**src/fdpd_params.svh**
```systemverilog
// Offsets, field positions, reset values and timing counts of the decoder.
`ifndef FDPD_PARAMS_SVH
`define FDPD_PARAMS_SVH
`define FDPD_CLK_NS          8
`define FDPD_MS_NS           1000000
`define FDPD_OFF_CFG         8'h00
`define FDPD_OFF_CMD         8'h04
`define FDPD_OFF_GAP         8'h08
`define FDPD_OFF_TIME        8'h0C
`define FDPD_OFF_SRST        8'h10
`define FDPD_OFF_STAT        8'h14
`define FDPD_CMD_GO_BIT      31
`define FDPD_SRST_RATE_BIT   0
`define FDPD_SRST_DOR_BIT    1
`define FDPD_RST_FIFO_N      1'b1
`define FDPD_RST_FIFO_THR    4'h0
`define FDPD_RST_PRECOMP_START_TRACK      8'h00
`define FDPD_GAP2_DEFAULT    8'h16
`define FDPD_FIRST_SECTOR    8'h01
`endif

```
**src/fdpd_pkg.sv**
```systemverilog
// Types shared by the command parameter decoder.
package fdpd_pkg;
    typedef enum logic [4:0] {
        ST_IDLE = 5'h01,
        ST_SEEK = 5'h02,
        ST_LOAD = 5'h04,
        ST_XFER = 5'h08,
        ST_HOLD = 5'h10
    } fdpd_state_t;

    // Configure parameters, some of which survive a software reset.
    typedef struct packed {
        logic [7:0] precomp_start_track;
        logic [3:0] fifo_threshold;
        logic       lock;
        logic       implied_seek_enable;
        logic       fifo_enable_n;
    } fdpd_cfg_t;

    // Per-command parameters written in the same word as the go bit.
    typedef struct packed {
        logic       perp_mode;
        logic       double_density_select;
        logic       multi_track_select;
        logic       head_select;
        logic [7:0] final_sector_number;
        logic [7:0] start_sector;
        logic [7:0] cylinder;
    } fdpd_cmd_t;
endpackage

```
**src/fdpd_decode.sv**
```systemverilog
// Floppy command parameter decoder with APB registers and drive sequencing.
`timescale 1ns/1ps
`include "fdpd_params.svh"
module fdpd_decode
    import fdpd_pkg::*;
#(
    parameter int TICK_CYCLES = `FDPD_MS_NS / `FDPD_CLK_NS
) (
    // Clock and reset.
    input  wire logic        clk,
    input  wire logic        rst_n,
    // APB slave.
    input  wire logic        psel,
    input  wire logic        penable,
    input  wire logic        pwrite,
    input  wire logic [7:0]  paddr,
    input  wire logic [31:0] pwdata,
    output logic      [31:0] prdata,
    output logic             pready,
    output logic             pslverr,
    // Drive and sequencer pins, asynchronous to clk.
    input  wire logic        seek_done_pin,
    input  wire logic        sector_done_pin,
    input  wire logic        id_valid_pin,
    input  wire logic        id_head_pin,
    // Drive control outputs.
    output logic             seek_req,
    output logic [7:0]       seek_cyl,
    output logic             head_load,
    output logic             head_side,
    output logic             sector_req,
    output logic [7:0]       sector_num,
    output logic             mfm_mode,
    output logic             fifo_on,
    output logic [7:0]       gap2_len,
    output logic [7:0]       gap3_len,
    output logic             xfer_done
);
    fdpd_cfg_t   cfg;
    fdpd_cmd_t   cmd;
    fdpd_state_t state;
    fdpd_state_t next_state;
    logic [7:0]  gap3_length;
    logic [7:0]  perp_gap;
    logic [7:0]  head_load_delay;
    logic [7:0]  head_unload_delay;
    logic        id_mismatch;
    logic [16:0] tick_div;
    logic [7:0]  ms_cnt;
    wire  [3:0]  sync2;
    wire  [3:0]  sync3;

    // Two-flop synchronisers; a third stage only feeds the edge detectors.
    // Each bit keeps its own flops, so no vector has two writing processes.
    wire  [3:0]  pin_async = {id_head_pin, id_valid_pin, sector_done_pin,
                              seek_done_pin};
    genvar gi;
    generate
        for (gi = 0; gi < 4; gi++) begin : g_sync
            logic meta;
            logic stage2;
            logic stage3;
            always_ff @(posedge clk) begin
                if (!rst_n) begin
                    meta   <= 1'b0;
                    stage2 <= 1'b0;
                    stage3 <= 1'b0;
                end else begin
                    meta   <= pin_async[gi];
                    stage2 <= meta;
                    stage3 <= stage2;
                end
            end
            assign sync2[gi] = stage2;
            assign sync3[gi] = stage3;
        end
    endgenerate

    // Bus decode and pin events.
    wire        acc       = psel & penable & pready;
    wire        wr        = acc & pwrite;
    wire        hit_cfg   = paddr == `FDPD_OFF_CFG;
    wire        hit_cmd   = paddr == `FDPD_OFF_CMD;
    wire        hit_gap   = paddr == `FDPD_OFF_GAP;
    wire        hit_time  = paddr == `FDPD_OFF_TIME;
    wire        hit_srst  = paddr == `FDPD_OFF_SRST;
    wire        hit_stat  = paddr == `FDPD_OFF_STAT;
    wire        mapped    = hit_cfg | hit_cmd | hit_gap | hit_time
                          | hit_srst | hit_stat;
    wire        soft_rst  = wr & hit_srst
                          & (pwdata[`FDPD_SRST_RATE_BIT]
                          | pwdata[`FDPD_SRST_DOR_BIT]);
    wire        go_ok     = state == ST_IDLE || state == ST_HOLD;
    wire        go        = wr & hit_cmd & pwdata[`FDPD_CMD_GO_BIT] & go_ok;
    wire        seek_ok   = sync2[0];
    wire        sect_evt  = sync2[1] & ~sync3[1];
    wire        id_evt    = sync2[2] & ~sync3[2];
    wire        id_head   = sync2[3];
    wire        tick      = tick_div == 17'(TICK_CYCLES - 1);
    wire        last_sect = sector_num == cmd.final_sector_number;
    wire        wrap_head = cmd.multi_track_select & ~head_side;
    wire        load_ok   = ms_cnt >= head_load_delay;
    wire        unload_ok = ms_cnt >= head_unload_delay;
    wire [31:0] stat_word = {13'h0000, xfer_done, id_mismatch, head_side,
                             sector_num, 3'h0, state};
    wire [31:0] rd_word   =
        hit_cfg  ? {16'h0000, cfg.precomp_start_track, cfg.fifo_threshold,
                    1'b0, cfg.lock, cfg.implied_seek_enable,
                    cfg.fifo_enable_n} :
        hit_cmd  ? {4'h0, cmd} :
        hit_gap  ? {16'h0000, perp_gap, gap3_length} :
        hit_time ? {16'h0000, head_unload_delay, head_load_delay} :
        hit_stat ? stat_word : 32'h0000_0000;

    // One wait state on every access; unmapped addresses answer an error.
    always_ff @(posedge clk) begin
        if (!rst_n) begin
            pready  <= 1'b0;
            pslverr <= 1'b0;
            prdata  <= 32'h0000_0000;
        end else begin
            pready  <= psel & penable & ~pready;
            pslverr <= psel & penable & ~pready & ~mapped;
            prdata  <= psel & penable & ~pready & ~pwrite ? rd_word
                                                           : 32'h0000_0000;
        end
    end

    // Configure parameters; lock shields three of them from soft reset.
    always_ff @(posedge clk) begin
        if (!rst_n) begin
            cfg.fifo_enable_n       <= `FDPD_RST_FIFO_N;
            cfg.fifo_threshold      <= `FDPD_RST_FIFO_THR;
            cfg.precomp_start_track <= `FDPD_RST_PRECOMP_START_TRACK;
            cfg.implied_seek_enable <= 1'b0;
            cfg.lock                <= 1'b0;
        end else if (soft_rst && !cfg.lock) begin
            cfg.fifo_enable_n       <= `FDPD_RST_FIFO_N;
            cfg.fifo_threshold      <= `FDPD_RST_FIFO_THR;
            cfg.precomp_start_track <= `FDPD_RST_PRECOMP_START_TRACK;
        end else if (wr && hit_cfg) begin
            cfg.fifo_enable_n       <= pwdata[0];
            cfg.implied_seek_enable <= pwdata[1];
            cfg.lock                <= pwdata[2];
            cfg.fifo_threshold      <= pwdata[7:4];
            cfg.precomp_start_track <= pwdata[15:8];
        end
    end

    // Command, gap and delay parameters; the go bit rides on the command.
    always_ff @(posedge clk) begin
        if (!rst_n) begin
            cmd               <= '0;
            gap3_length       <= 8'h00;
            perp_gap          <= 8'h00;
            head_load_delay   <= 8'h00;
            head_unload_delay <= 8'h00;
        end else begin
            if (wr && hit_cmd && go_ok) begin
                cmd <= pwdata[27:0];
            end
            if (wr && hit_gap) begin
                gap3_length <= pwdata[7:0];
                perp_gap    <= pwdata[15:8];
            end
            if (wr && hit_time) begin
                head_load_delay   <= pwdata[7:0];
                head_unload_delay <= pwdata[15:8];
            end
        end
    end

    // Millisecond tick and delay counter, restarted on each state change.
    always_ff @(posedge clk) begin
        if (!rst_n || next_state != state) begin
            tick_div <= 17'h00000;
            ms_cnt   <= 8'h00;
        end else begin
            tick_div <= tick ? 17'h00000 : tick_div + 17'h00001;
            ms_cnt   <= tick && ms_cnt != 8'hFF ? ms_cnt + 8'h01 : ms_cnt;
        end
    end

    // Next state of the drive sequencer.
    always_comb begin
        next_state = state;
        case (state)
            ST_IDLE, ST_HOLD: begin
                if (go) begin
                    next_state = cfg.implied_seek_enable ? ST_SEEK
                               : state == ST_HOLD ? ST_XFER : ST_LOAD;
                end else if (state == ST_HOLD && unload_ok) begin
                    next_state = ST_IDLE;
                end
            end
            ST_SEEK: begin
                if (seek_ok) begin
                    next_state = ST_LOAD;
                end
            end
            ST_LOAD: begin
                if (load_ok) begin
                    next_state = ST_XFER;
                end
            end
            ST_XFER: begin
                if (sect_evt && last_sect && !wrap_head) begin
                    next_state = ST_HOLD;
                end
            end
            default: next_state = ST_IDLE;
        endcase
        if (soft_rst) begin
            next_state = ST_IDLE;
        end
    end

    // Sequencer registers and drive outputs.
    always_ff @(posedge clk) begin
        if (!rst_n) begin
            state      <= ST_IDLE;
            sector_num <= 8'h00;
            head_side  <= 1'b0;
            xfer_done  <= 1'b0;
        end else begin
            state <= next_state;
            if (go) begin
                sector_num <= pwdata[15:8];
                head_side  <= pwdata[24];
                xfer_done  <= 1'b0;
            end else if (state == ST_XFER && sect_evt) begin
                if (last_sect && wrap_head) begin
                    sector_num <= `FDPD_FIRST_SECTOR;
                    head_side  <= 1'b1;
                end else if (last_sect) begin
                    xfer_done  <= 1'b1;
                end else begin
                    sector_num <= sector_num + 8'h01;
                end
            end
        end
    end

    // Head match against each ID field; a new mismatch beats a clear by go.
    always_ff @(posedge clk) begin
        if (!rst_n) begin
            id_mismatch <= 1'b0;
        end else begin
            id_mismatch <= (id_evt && id_head != head_side)
                         | (id_mismatch & ~go);
        end
    end

    // Registered mode and drive outputs.
    always_ff @(posedge clk) begin
        if (!rst_n) begin
            seek_req   <= 1'b0;
            seek_cyl   <= 8'h00;
            head_load  <= 1'b0;
            sector_req <= 1'b0;
            mfm_mode   <= 1'b0;
            fifo_on    <= 1'b0;
            gap2_len   <= `FDPD_GAP2_DEFAULT;
            gap3_len   <= 8'h00;
        end else begin
            seek_req   <= next_state == ST_SEEK;
            seek_cyl   <= cmd.cylinder;
            head_load  <= next_state == ST_LOAD || next_state == ST_XFER
                       || next_state == ST_HOLD;
            sector_req <= next_state == ST_XFER;
            mfm_mode   <= cmd.double_density_select;
            fifo_on    <= ~cfg.fifo_enable_n;
            gap2_len   <= cmd.perp_mode ? perp_gap
                                        : `FDPD_GAP2_DEFAULT;
            gap3_len   <= gap3_length;
        end
    end
endmodule

```
**config.mk**
```make
export PLATFORM = sky130hd
export DESIGN_NAME = fdpd_decode
export DESIGN_NICKNAME = d
export VERILOG_FILES = /design/src/fdpd_pkg.sv /design/src/fdpd_decode.sv
export VERILOG_INCLUDE_DIRS = /design/src
export SDC_FILE = /design/constraint.sdc
export NUM_CORES = 1
export LEC_CHECK = 0
export ABC_AREA = 0
export BUFFER_PORTS_ARGS = -buffer_cell sky130_fd_sc_hd__buf_4
export CAP_MARGIN = 20
export CORE_MARGIN = 2
export CORE_UTILIZATION = 35
export CTS_CLUSTER_DIAMETER = 30
export DETAILED_ROUTE_END_ITERATION = 6
export PLACE_DENSITY_LB_ADDON = 0.2
export SLEW_MARGIN = 20
export SYNTH_ARGS = -nofsm -noshare
export SYNTH_HDL_FRONTEND = slang
export SYNTH_SLANG_ARGS = --single-unit
```
**constraint.sdc**
```tcl
create_clock -name clk -period 3.4 [get_ports clk]
set_input_delay 0.34 -clock clk [delete_from_list [all_inputs] [get_ports clk]]
set_output_delay 0.34 -clock clk [all_outputs]
set_load 0.005 [all_outputs]
```
Word-level counts from Yosys, hierarchy flattened:

Cells that the tools add are included.
Widths: inputs -> output; s select.

* bits in registers: 189
* latch bits: 0
* memory bits (writable): 0
* ROM bits: 0
* output and inout port bits: 73
* logic and storage cells: 161
* memories kept: 0

* add/subtract/negate cells: 3
* multipliers: 0
* div/mod/pow operators: 0
* order comparisons: 2
* eq/ne operators: 20
* shifts and indexed selects: 0
* muxes and demuxes: 21
* bitwise gates (word level): 34
* reductions and logical operators: 35

Operators by type and width (number)
* $mux 19: 3
* $mux 8: 4
* $mux 5: 6
* $mux 28: 1
* $pmux 5 s4: 1
* $add 17x1->17 const B: 1
* $eq 17x17->1 const B: 1
* $add 8x1->8 const B: 2
* $eq 8x4->1 const B: 2
* $eq 8x5->1 const B: 2
* $ge 8x8->1: 2
* $mux 16: 1
* $and 1x1->1: 15
* $logic_and 1x1->1: 13
* $not 1->1: 12
* $eq 5x2->1 const B: 2
* $eq 5x3->1 const B: 2
* $eq 5x4->1 const B: 2
* $eq 5x5->1 const B: 2
* $reduce_and 2->1: 5
* $eq 8x3->1 const B: 1
* $eq 8x8->1: 1
* $logic_not 8->1: 1
* $mux 4: 2
* 14 further kinds: 31

Depth between registers and ports, before layout:

Gate-level depths: netlist (run 1).

* depth after elaboration: 12
* depth in mapped cells: 9
* depth with buffers taken out: 8

Worst setup path before layout (run 1):

No wires, ideal clock.

* path type: register -> register
* start point: register ms_cnt[0]
* end point: register ms_cnt[3]
* arrival: 2.248 ns
* data required time: 3.312 ns
* setup slack: 1.064 ns
* cell stages (with the launch flop): 10
* period minus slack after synthesis: 2.336 ns
* path through: dfxtp_1 inv_1 ha_1 nand2b_1 a2111oi_1 o31ai_1 a311oi_2 o32ai_2 buf_6 nor4_2

* longest elaborated chain between the ends: 8
* elaborated cells between the ends (all ways): 13
* those cells by class: add/sub: 1; order compare: 2; eq/ne: 2; mux: 5; reduce/logical: 3

RTL lines
* start: declaration: line fdpd_decode.sv:49 `logic [7:0] ms_cnt;`
* start signal: assignment: line fdpd_decode.sv:180 `ms_cnt <= tick && ms_cnt != 8'hFF ? ms_cnt + 8'h01 : ms_cnt;`
* $ge 8x8->1: line fdpd_decode.sv:103 `wire unload_ok = ms_cnt >= head_unload_delay;`
* $logic_and 1x1->1: line fdpd_decode.sv:192 `end else if (state == ST_HOLD && unload_ok) begin`
* $mux 5: line fdpd_decode.sv:192
* $mux 5: line fdpd_decode.sv:189 `if (go) begin`
* $pmux 5 s4: line fdpd_decode.sv:187 `case (state)`
* $mux 5: line fdpd_decode.sv:213 `if (soft_rst) begin`
* $ne 5x5->1: line fdpd_decode.sv:175 `if (!rst_n || next_state != state) begin`
* $logic_or 1x1->1: line fdpd_decode.sv:175

Several ways; a longest one is shown, not always the timed one.
A chain may end at the register's enable or synchronous reset.

Worst setup path in the final report (run 1):

* start point: register ms_cnt[0]
* end point: register tick_div[0]

* longest elaborated chain between the ends: 9
* elaborated cells between the ends (all ways): 11
* those cells by class: order compare: 2; eq/ne: 1; mux: 5; reduce/logical: 3

RTL lines
* $ge 8x8->1: line fdpd_decode.sv:103
* $logic_and 1x1->1: line fdpd_decode.sv:192
* $mux 5: line fdpd_decode.sv:192
* $mux 5: line fdpd_decode.sv:189
* $pmux 5 s4 *: line fdpd_decode.sv:187
* $mux 5 *: line fdpd_decode.sv:213
* $ne 5x5->1 *: line fdpd_decode.sv:175
* $logic_or 1x1->1 *: line fdpd_decode.sv:175
* $reduce_or 2->1 (no source line) *
* end signal: assignment: line fdpd_decode.sv:179 `tick_div <= tick ? 17'h00000 : tick_div + 17'h00001;`
* end: declaration: line fdpd_decode.sv:48 `logic [16:0] tick_div;`

Mark *: on every way between the ends. The rest lies on a longest branch, timed or not.

==> results.tsv, run 1 <==
stage	metric	value	unit
status	status	finished clean	
placed_design	pre-CTS worst setup slack	0.659	ns
route	starting DRC count in detailed routing	598	
worst_setup_path	Critical Path AT	3.16	ns
floorplanning	die area	0.0240	mm^2
synthesis	Commonest cells post-synth	188 x nand2_1, 185 x dfxtp_1, 93 x a21oi_1	
global_route	vias in the first global route	6340	
sta	final worst setup slack	0.564	ns
worst_setup_path	Crit Path Category	flop to flop	
worst_setup_path	Max FO, Critical Path	25	
route	DRT Pass-1 Iters	7	
cells_and_area	fin util	43.2	%
cells_and_area	nets	1074	
synthesis	post-synthesis sequential area ratio	46.5	%
route	Total Routed Length	23100	um
clock_tree	Root Driver	clkbuf_16	
power	Comb power frac	3.3	%
sta	Tmin final	2.84	ns
route	post-route ant nets	0	
synthesis	synth top area cells	dfxtp_1 46%, nand2_1 8.9%, a21oi_1 5.8%	
cells_and_area	antenna cells	0	
worst_setup_path	Worst Setup SP	ms_cnt[0]	
floorplanning	row cnt	55	
global_route	largest net degree at the start of global routing	47	
synthesis	number of synthesized register bits	185	
synthesis	largest family of logic cells by synthesized area	simple AND/OR/NAND/NOR gates	
cells_and_area	non-filler instance count after layout	1304	
worst_setup_path	CP required	3.73	ns
synthesis	Yosys top cell by area	dfxtp_1	
synthesis	Top FF cell, synth	dfxtp_1	
synthesis	area of the mapped netlist	0.00797	mm^2
global_route	first-pass GRT wire length	35800	um
synthesis	Synth top area share	46.5	%
min_path	Worst Hold Depth	2	
clock_tree	Worst-path clk slew	0.07	ns
global_route	GRT Residual Overflow	0	
floorplanning	Die W	155	um
floorplanning	core area	0.0225	mm^2
clock_tree	CTS Buf Count	17	
sta	RSZ-0062 raised after global routing	no	
power	VDD IR max	0.298	mV
sta	Highest Clock Rate	353	MHz
synthesis	Post-synth ARST share	0	%
floorplanning	Die Height	155	um
power	Reg power frac	50.8	%
synthesis	Syn. warnings	0	
power	leakage	0.00367	uW
power	Internal Power	3230	uW
power	PwrDens	441	mW/mm^2
synthesis	complex-gate fraction of the synthesized area	14.3	%
synthesis	XOR/XNOR Fraction of Synth Area	3.41	%
min_path	Hold WC Path Type	input port to flop	
synthesis	number of synthesized flops with an enable pin	0	
synthesis	Cells after Synth	907	
worst_setup_path	critical path launch point type	flop	
synthesis	Synth cell types	62	
cells_and_area	layout cells sized above 1	21.7	%
route	drt wl/cell	17.7	um
clock_tree	postcts setup bufs	0	
clock_tree	CTS tree	built	
min_path	min-delay src	id_valid_pin	
sta	final hold violations	0	
power	switching portion of total power	24.5	%
synthesis	Mean Syn Cell Area	8.79	um^2
worst_setup_path	Critical Path End Type	flop	
placed_design	# port buffers	114	
placed_design	Cells after DPL	1272	
sta	final setup vio count	0	
clock_tree	CTS sink count	185	
clock_tree	Hold-fix buffers, CTS	0	
synthesis	Post-Synth Simple-Gate Area	25.5	%
sta	slew margin rel.	50.6	%
clock_tree	H-tree Lvls	4	
route	DR vias	6854	
run	Max Cap Viol	0	
clock_tree	post-CTS sizing	0	
clock_tree	Bufs on Longest Clock Path	2	
sta	Clock Skew	0.0120	ns
cells_and_area	Area Growth Syn to Fin	21.9	%
synthesis	adder-cell share of the synthesized area	2.98	%
power	Clock Power Share	45.8	%
sta	fin crit share	83.4	%
sta	Least-Margin Pin Slew	0.735	ns
floorplanning	Initial Utilization	35.4	%
route	DRC	0	
sta	Setup TNS	0	ns
global_route	antenna violations before repair	0	
power	NetSw	1050	uW
route	Avg Vias per Cell	5.26	
worst_setup_path	r2r worst-path depth	9	
synthesis	mux contribution to synthesized area	2.76	%
synthesis	most frequent cell after synthesis	nand2_1	
placed_design	post-DP HPWL	16300	um
floorplanning	Ports	122	
global_route	gr usage total	19.2	%
worst_setup_path	RR Startpoint	ms_cnt[0]	
sta	Final Max Tran Viols	0	
clock_tree	Clk Latency, worst-skew pair	0.43	ns
placed_design	placer congestion estimate	0.861	
-- cell families after synthesis --
| family | after synthesis |
|---|---|
| simple gates | 389 |
| fa+ha+maj | 19 |
| compound gates | 178 |
| flops | 185 |
| other cells | 1 |
| xor+xnor | 31 |
| mux | 20 |
| buf+inv | 84 |
-- cells in the final DEF, fill, tap and decap left out, types with 5 or more instances in the layout --
master     count
and2_1        43
dfxtp_1      185
mux2_2        16
ha_1          19
o21a_1         5
nor4_1        10
nand2b_1       5
nor3_1        18
and3_1        13
inv_1         21
a222oi_1      16
a21oi_1       93
xor2_1        17
nor2_1        31
o21ai_0       21
a221oi_1       7
nor4b_1        5
or2_2          6
or3_1          5
nor4_2        18
nand4_1        7
o211ai_1       5
a21o_1         5
xnor2_1       14
nand3_1       15
buf_4        138
clkbuf_16     17
nand2_1      188
-- area by class of cell --
cell class	count	area, um^2
clock buffer	18	439
clock inverter	14	151
fill	2263	12800
inverter	22	82.6
multi-input combinational	641	3930
sequential	185	3700
tap	285	357
timing repair buffer	139	1060
-- routing by layer --
metal	global-route usage, %	up-vias	share of wire [%]	wire length [um]
met5	0	-	0	0
met4	6.97	0	2.4	551
met3	4.09	32	4.9	1130
met2	31.7	201	49	11200
met1	24.9	3261	44	10200
li1	-	3360	-	-
-- path summary, 6_finish.rpt --
path	slack, ns	end
worst max register to register	0.56	tick_div[0]
worst min register to register	0.42	id_mismatch
worst min-delay path	0.11	g_sync[2].meta
worst max-delay path	0.56	tick_div[0]
-- power groups by stage --
| stage | registers (uW) | clock network (uW) | logic, uW |
|---|---|---|---|
| 2_1_floorplan | 2230 | 0 | 57.6 |
| 3_3_place_gp | 2230 | 0 | 141 |
| 3_5_place_dp | 2230 | 0 | 141 |
| 4_1_cts | 2180 | 2020 | 141 |
| 5_1_grt | 2180 | 2110 | 153 |
| 6_report | 2180 | 1960 | 141 |
-- critical path: stages (launching register included) --
cell and delay (ns):
dfxtp_1 0.39, inv_1 0.12, ha_1 0.28, nand2b_1 0.14, a2111oi_1 0.59, o31ai_1 0.21, a311oi_2 0.37, o32ai_4 0.14
buf_12 0.19, nor4b_1 0.31
-- through the flow --
step	hold WS, ns	cell area [um^2]	power (uW)
2_1_floorplan	0.399	7980	2290
3_3_place_gp	0.408	9130	2370
3_5_place_dp	0.414	9130	2370
4_1_cts	0.0917	9720	4340
5_1_grt	0.0959	9720	4440
6_report	0.107	9720	4280
-- sequential cells by signal (all words and copies together) (netlist names), 4 cells and up --
signal	flops
tick_div	17
perp_gap	8
cmd	28
cfg	15
gap3_len	8
head_unload_delay	8
prdata	28
sector_num	8
seek_cyl	8
head_load_delay	8
gap2_len	8
g_sync.stage2	4
g_sync.meta	4
state	5
gap3_length	8
ms_cnt	8
No activity file was read; power rests on OpenSTA's default activity.
==> inputs of run 2 (changes only) <==
==> constraint.sdc (replaced) <==
create_clock -name clk -period 2.6 [get_ports clk]
set_input_delay 0.26 -clock clk [delete_from_list [all_inputs] [get_ports clk]]
set_output_delay 0.26 -clock clk [all_outputs]
set_load 0.005 [all_outputs]
==> results.tsv, run 2 (synthesized netlist as in run 1, its figures left out) <==
stage	metric	value	unit	change
worst_setup_path	Critical Path AT	2.80	ns	-0.36 ns
clock_tree	Bufs on Longest Clock Path	2		unchanged
route	drt wl/cell	17.4	um	-1.5%
route	starting DRC count in detailed routing	590		-1.3%
worst_setup_path	setup slack, reg-to-reg	0.14	ns	-0.43 ns
min_path	Hold WC Path Type	input port to flop		
floorplanning	Die Height	155	um	unchanged
worst_setup_path	r2r worst-path depth	8		-1
placed_design	# port buffers	114		unchanged
sta	final worst setup slack	0.136	ns	-0.427 ns
route	Avg Vias per Cell	5.16		-1.8%
placed_design	pre-CTS worst setup slack	0.0546	ns	-0.604 ns
cells_and_area	commonest cells after routing, fill and taps aside	188 x nand2_1, 185 x dfxtp_1, 169 x buf_4		
cells_and_area	# fillers	2203		-2.7%
cells_and_area	storage element area	0.00370	mm^2	unchanged
route	Total Routed Length	23300	um	+1.0%
min_path	min-delay src	id_valid_pin		
cells_and_area	most common cell after layout, fill and taps aside	nand2_1		
min_path	Worst Hold Endpoint	g_sync[2].meta		
clock_tree	H-tree Lvls	4		unchanged
power	PwrDens	573	mW/mm^2	+30%
placed_design	post-DP HPWL	17200	um	+5.5%
global_route	antenna violations before repair	0		unchanged
clock_tree	Worst-path clk slew	0.08	ns	about the same
global_route	gr usage total	19.6	%	+0.39 points
cells_and_area	Largest regs	cmd: 28 flops, prdata: 28 flops, tick_div: 17 flops		
cells_and_area	layout cells sized above 1	25.1	%	+3.4 points
sta	Tmin final	2.46	ns	-0.373 ns
run	Max Cap Viol	0		unchanged
clock_tree	postcts setup bufs	0		unchanged
worst_setup_path	Critical Path End Type	flop		
clock_tree	Clk Latency, worst-skew pair	0.44	ns	about the same
placed_design	placer congestion estimate	0.865		+0.51%
global_route	vias in the first global route	6577		+3.7%
min_path	Worst Hold Depth	2		unchanged
clock_tree	CTS sink count	185		unchanged
placed_design	cell area after placement	0.00940	mm^2	+3.0%
worst_setup_path	CP required	2.93	ns	-0.80 ns
sta	Least-Margin Pin Slew	0.676	ns	-0.0592 ns
global_route	GRT Residual Overflow	0		unchanged
sta	final hold violations	0		unchanged
worst_setup_path	critical path launch point type	flop		
sta	Clock Skew	0.0153	ns	+0.00328 ns
worst_setup_path	Max FO, Critical Path	16		-36%
sta	Final Max Tran Viols	0		unchanged
route	DRC	0		unchanged
global_route	first-pass GRT wire length	36400	um	+1.9%
clock_tree	Root Driver	clkbuf_16		
floorplanning	die area	0.0240	mm^2	unchanged
worst_setup_path	reg2reg end	ms_cnt[1]		
status	status	finished clean		
cells_and_area	design area	0.0101	mm^2	+3.8%
sta	RSZ-0062 raised after global routing	yes		
sta	slew margin rel.	54.9	%	+4.4 points
clock_tree	CTS Buf Count	17		unchanged
route	post-route ant nets	0		unchanged
sta	fin crit share	94.8	%	+11 points
worst_setup_path	Crit Path Category	flop to flop		
cells_and_area	nets	1107		+3.1%
floorplanning	core area	0.0225	mm^2	unchanged
power	VDD IR max	0.370	mV	+24%
cells_and_area	Multi-input gate area	0.00399	mm^2	+1.7%
worst_setup_path	RR Startpoint	state[1]		
power	leakage	0.00387	uW	+5.5%
route	DR vias	6898		+0.64%
floorplanning	row cnt	55		unchanged
floorplanning	Die W	155	um	unchanged
cells_and_area	antenna cells	0		unchanged
floorplanning	Ports	122		unchanged
cells_and_area	Area Growth Syn to Fin	26.6	%	
floorplanning	Initial Utilization	35.4	%	unchanged
route	DRT Pass-1 Iters	7		unchanged
sta	final setup vio count	0		unchanged
global_route	largest net degree at the start of global routing	38		-19%
clock_tree	CTS tree	built		
sta	Highest Clock Rate	406	MHz	+15%
[run 2: changes by cell type in the layout (fill, tap and decap cells not counted), sizes merged]
cell / previous run / this run
clkinv: 7 / 4
clkbuf: 18 / 17
bufinv: 0 / 2
inv: 29 / 31
buf: 139 / 172
[run 2: what timing repair did]
item,4_1_cts,5_1_grt
hold buffers,0,0
gates cloned,0,0
hold endpoints to repair,0,0
endpoints found under the setup margin,1,25
pin swaps,1,2
gates resized for setup,3,9
[run 2: worst max-delay path, stage by stage, from the launching register on]
cell and delay [ns]:
dfxtp_1 0.41, or3_1 0.47, o22ai_1 0.27, o31ai_2 0.16, buf_4 0.19, a311oi_2 0.26, o32ai_4 0.15, buf_12 0.18
nor4_2 0.27
[run 2: worst max-delay path by stage]
stage	startpoint	end	slack (ns)	depth (start not counted)
finish	state[1]	ms_cnt[1]	0.14	8
floorplan	ms_cnt[0]	ms_cnt[3]	0.26	9
detailed placement	ms_cnt[0]	tick_div[8]	0.05	10
global route	head_load_delay[5]	tick_div[13]	-0.02	9
global placement	ms_cnt[0]	tick_div[0]	0.11	10
CTS	ms_cnt[0]	ms_cnt[1]	0.004	9
[run 2: area by class of cell]
cell class / count / area share [%]
Inverter: 22 / 0.818
Sequential cell: 185 / 36.7
Clock buffer: 17 / 4.22
Multi-Input combinational cell: 641 / 39.6
Tap cell: 285 / 3.53
Timing Repair Buffer: 172 / 13.2
Clock inverter: 15 / 1.98
[run 2: power by group]
group / switching (uW) / internal (uW) / total, uW
registers: 6.06 / 2840 / 2850
logic: 112 / 78.8 / 191
clock network: 1260 / 1480 / 2740
total: 1380 / 4400 / 5780
[run 2: per-stage QoR]
stage	total power, uW	TNS [ns]	hold WS, ns	util (%)	cells
2_1_floorplan	2990	0	0.384	-	910
3_3_place_gp	3110	0	0.413	41.8	1305
3_5_place_dp	3110	0	0.420	41.8	1305
4_1_cts	5840	0	0.00618	44.6	1337
5_1_grt	5970	-0.0184	0.00821	44.8	1337
6_report	5780	0	0.0202	44.8	1337
[run 2: layer usage]
| metal | GRT usage (%) | share of wire, % | vias up |
|---|---|---|---|
| met5 | 0 | 0 | - |
| met4 | 6.13 | 2.2 | 0 |
| met1 | 24.7 | 43 | 3258 |
| met3 | 4.54 | 5.2 | 34 |
| met2 | 33.3 | 50 | 185 |
| li1 | - | - | 3421 |
==> inputs of run 3 (changes only) <==
--- a/config.mk
+++ b/config.mk
@@ -9,11 +9,12 @@
 export ABC_AREA = 0
 export BUFFER_PORTS_ARGS = -buffer_cell sky130_fd_sc_hd__buf_4
 export CAP_MARGIN = 20
+export CORE_ASPECT_RATIO = 1.25
 export CORE_MARGIN = 2
 export CORE_UTILIZATION = 35
 export CTS_CLUSTER_DIAMETER = 30
 export DETAILED_ROUTE_END_ITERATION = 6
-export PLACE_DENSITY_LB_ADDON = 0.2
+export PLACE_DENSITY_LB_ADDON = 0.05
 export SLEW_MARGIN = 20
 export SYNTH_ARGS = -nofsm -noshare
 export SYNTH_HDL_FRONTEND = slang
==> results.tsv, run 3 (synthesized netlist as in run 1, its figures left out) <==
stage	metric	value	unit	change
status	status	finished clean		
cells_and_area	layout cells sized above 1	25.0	%	-0.14 points
cells_and_area	design area	0.0101	mm^2	about the same
global_route	gr usage total	20.6	%	+1.0 points
placed_design	placer congestion estimate	0.841		-2.8%
global_route	vias in the first global route	6733		+2.4%
power	PwrDens	555	mW/mm^2	-3.1%
power	Design Power	5610	uW	-3.0%
placed_design	# port buffers	114		unchanged
sta	WHS	0.0321	ns	+0.0119 ns
worst_setup_path	critical path launch point type	flop		
power	Reg power frac	50.8	%	+1.5 points
global_route	antenna violations before repair	0		unchanged
power	NetSw	1330	uW	-3.3%
placed_design	post-DP HPWL	17900	um	+4.1%
global_route	GR met1 Demand/Resource	27.5	%	+2.8 points
power	VDD IR max	0.390	mV	+5.5%
sta	Setup TNS	0	ns	unchanged
cells_and_area	Area Growth Syn to Fin	26.6	%	about the same
worst_setup_path	CP peak stage delay	0.36	ns	-0.11 ns
min_path	Hold WC Path Type	input port to flop		
sta	Highest Clock Rate	407	MHz	+0.31%
placed_design	cell area after placement	0.00943	mm^2	+0.35%
cells_and_area	most common cell after layout, fill and taps aside	nand2_1		
sta	fin crit share	94.5	%	-0.29 points
worst_setup_path	CP Cell Sequence	inv_1 > ha_1 > nand2b_1 > a2111oi_4 > buf_4 > o31ai_1 > a311oi_2 > o32ai_4 > buf_12 > nor4_2		
worst_setup_path	Critical Path End Type	flop		
clock_tree	Clk Latency, worst-skew pair	0.43	ns	about the same
route	drt wl/cell	18.5	um	+5.9%
route	post-route ant nets	0		unchanged
cells_and_area	nets	1110		+0.27%
sta	final setup vio count	0		unchanged
global_route	met2 usage	35.5	%	+2.2 points
clock_tree	H-tree Lvls	4		unchanged
route	Total Routed Length	24700	um	+5.9%
clock_tree	CTS tree	built		
worst_setup_path	Max FO, Critical Path	25		+9
route	Avg Vias per Cell	5.14		-0.36%
power	Internal Power	4270	uW	-2.9%
worst_setup_path	CP required	2.93	ns	about the same
clock_tree	Worst-path clk slew	0.08	ns	about the same
power	Clock Power Share	45.6	%	-1.8 points
sta	slew margin rel.	48.0	%	-6.9 points
floorplanning	Initial Utilization	35.8	%	+0.34 points
floorplanning	Ports	122		unchanged
power	leakage	0.00385	uW	-0.52%
global_route	GRT Residual Overflow	0		unchanged
global_route	largest net degree at the start of global routing	67		+76%
worst_setup_path	Worst Setup SP	ms_cnt[0]		
sta	final hold violations	0		unchanged
global_route	met3 usage	3.27	%	-1.3 points
sta	final worst setup slack	0.144	ns	+0.00754 ns
sta	Clock Skew	0.0160	ns	+0.000732 ns
worst_setup_path	Critical Path AT	2.79	ns	about the same
route	DRC	0		unchanged
min_path	min-delay src	id_valid_pin		
route	DR vias	6873		-0.36%
power	Comb power frac	3.5	%	+0.2 points
power	switching portion of total power	23.8	%	-0.073 points
placed_design	pre-CTS worst setup slack	-0.0515	ns	-0.106 ns
sta	Least-Margin Pin Slew	0.779	ns	+0.103 ns
cells_and_area	antenna cells	0		unchanged
floorplanning	Die Height	173	um	+11%
worst_setup_path	Crit Path Category	flop to flop		
sta	Final Max Tran Viols	0		unchanged
route	starting DRC count in detailed routing	407		-31%
cells_and_area	Largest regs	cmd: 28 flops, prdata: 28 flops, tick_div: 17 flops		
worst_setup_path	Crit-path slowest cell	a2111oi_4		
route	DRT Pass-1 Iters	7		unchanged
clock_tree	CTS Buf Count	17		unchanged
clock_tree	Root Driver	clkbuf_16		
sta	Tmin final	2.46	ns	-0.00754 ns
floorplanning	core area	0.0223	mm^2	-0.96%
worst_setup_path	RR Startpoint	ms_cnt[0]		
clock_tree	Bufs on Longest Clock Path	2		unchanged
cells_and_area	commonest cells after routing, fill and taps aside	188 x nand2_1, 185 x dfxtp_1, 171 x buf_4		
global_route	first-pass GRT wire length	38700	um	+6.4%
global_route	GR peak layer	met2		
clock_tree	CTS sink count	185		unchanged
sta	RSZ-0062 raised after global routing	no		
run	Max Cap Viol	0		unchanged
floorplanning	die area	0.0240	mm^2	about the same
floorplanning	Die W	139	um	-10%
floorplanning	row cnt	61		+11%
==> run 3: changes by cell type in the layout (fill, tap and decap cells not counted), moves of 2 or more <==
cell and delta:
a2111oi_2 -2, a2111oi_4 +2, buf_4 +2, clkinv_8 -2, clkinvlp_4 +5, inv_8 -2
nor4_2 -2, o31ai_2 -2
==> run 3: critical path: cells and delay by family (launching register included) <==
family	cells	cell delay, ns
AO/OA/AOI/OAI	4	0.89
AND/OR/NAND/NOR	2	0.44
buffers and inverters	3	0.43
flip-flops	1	0.33
adder cells (fa/ha/maj)	1	0.26
==> run 3: path summary, 6_finish.rpt <==
kind                          to  slack (ns)  depth (start not counted)
hold / removal    g_sync[2].meta        0.03                          2
hold reg to reg      id_mismatch        0.43                          1
setup / recovery    tick_div[12]        0.14                         10
setup reg to reg    tick_div[12]        0.14                         10
==> run 3: routing by layer <==
layer,vias to the layer above,wire length (um)
met5,-,0
met4,0,193
met3,15,1060
met2,181,12400
met1,3258,11000
li1,3419,-
==> run 3: area by class of cell <==
class	instances	area [um^2]
inverters	22	82.6
fillers	2206	12200
clock inverters	13	139
repair buffers	175	1360
flip-flops and latches	185	3700
multi-input cells	641	4020
well taps	283	354
clock buffers	18	429
==> run 3: power by group through the flow <==
| stage | Sequential [uW] | Clock, uW | Combinational (uW) |
|---|---|---|---|
| 2_1_floorplan | 2910 | 0 | 75.3 |
| 3_3_place_gp | 2920 | 0 | 198 |
| 3_5_place_dp | 2920 | 0 | 197 |
| 4_1_cts | 2850 | 2640 | 198 |
| 5_1_grt | 2850 | 2750 | 212 |
| 6_report | 2850 | 2560 | 198 |
==> run 3: metrics by stage <==
stage / cells / util, %
2_1_floorplan: 910 / -
3_3_place_gp: 1306 / 42.3
3_5_place_dp: 1306 / 42.3
4_1_cts: 1337 / 44.9
5_1_grt: 1337 / 45.3
6_report: 1337 / 45.3
==> run 3: repair_timing <==
action | CTS | global route
setup buffers | 0 | 0
pin swaps | 1 | 3
setup endpoints to repair | 20 | 25
hold endpoints to repair | 0 | 0
hold buffers | 0 | 0
resized for setup | 4 | 10
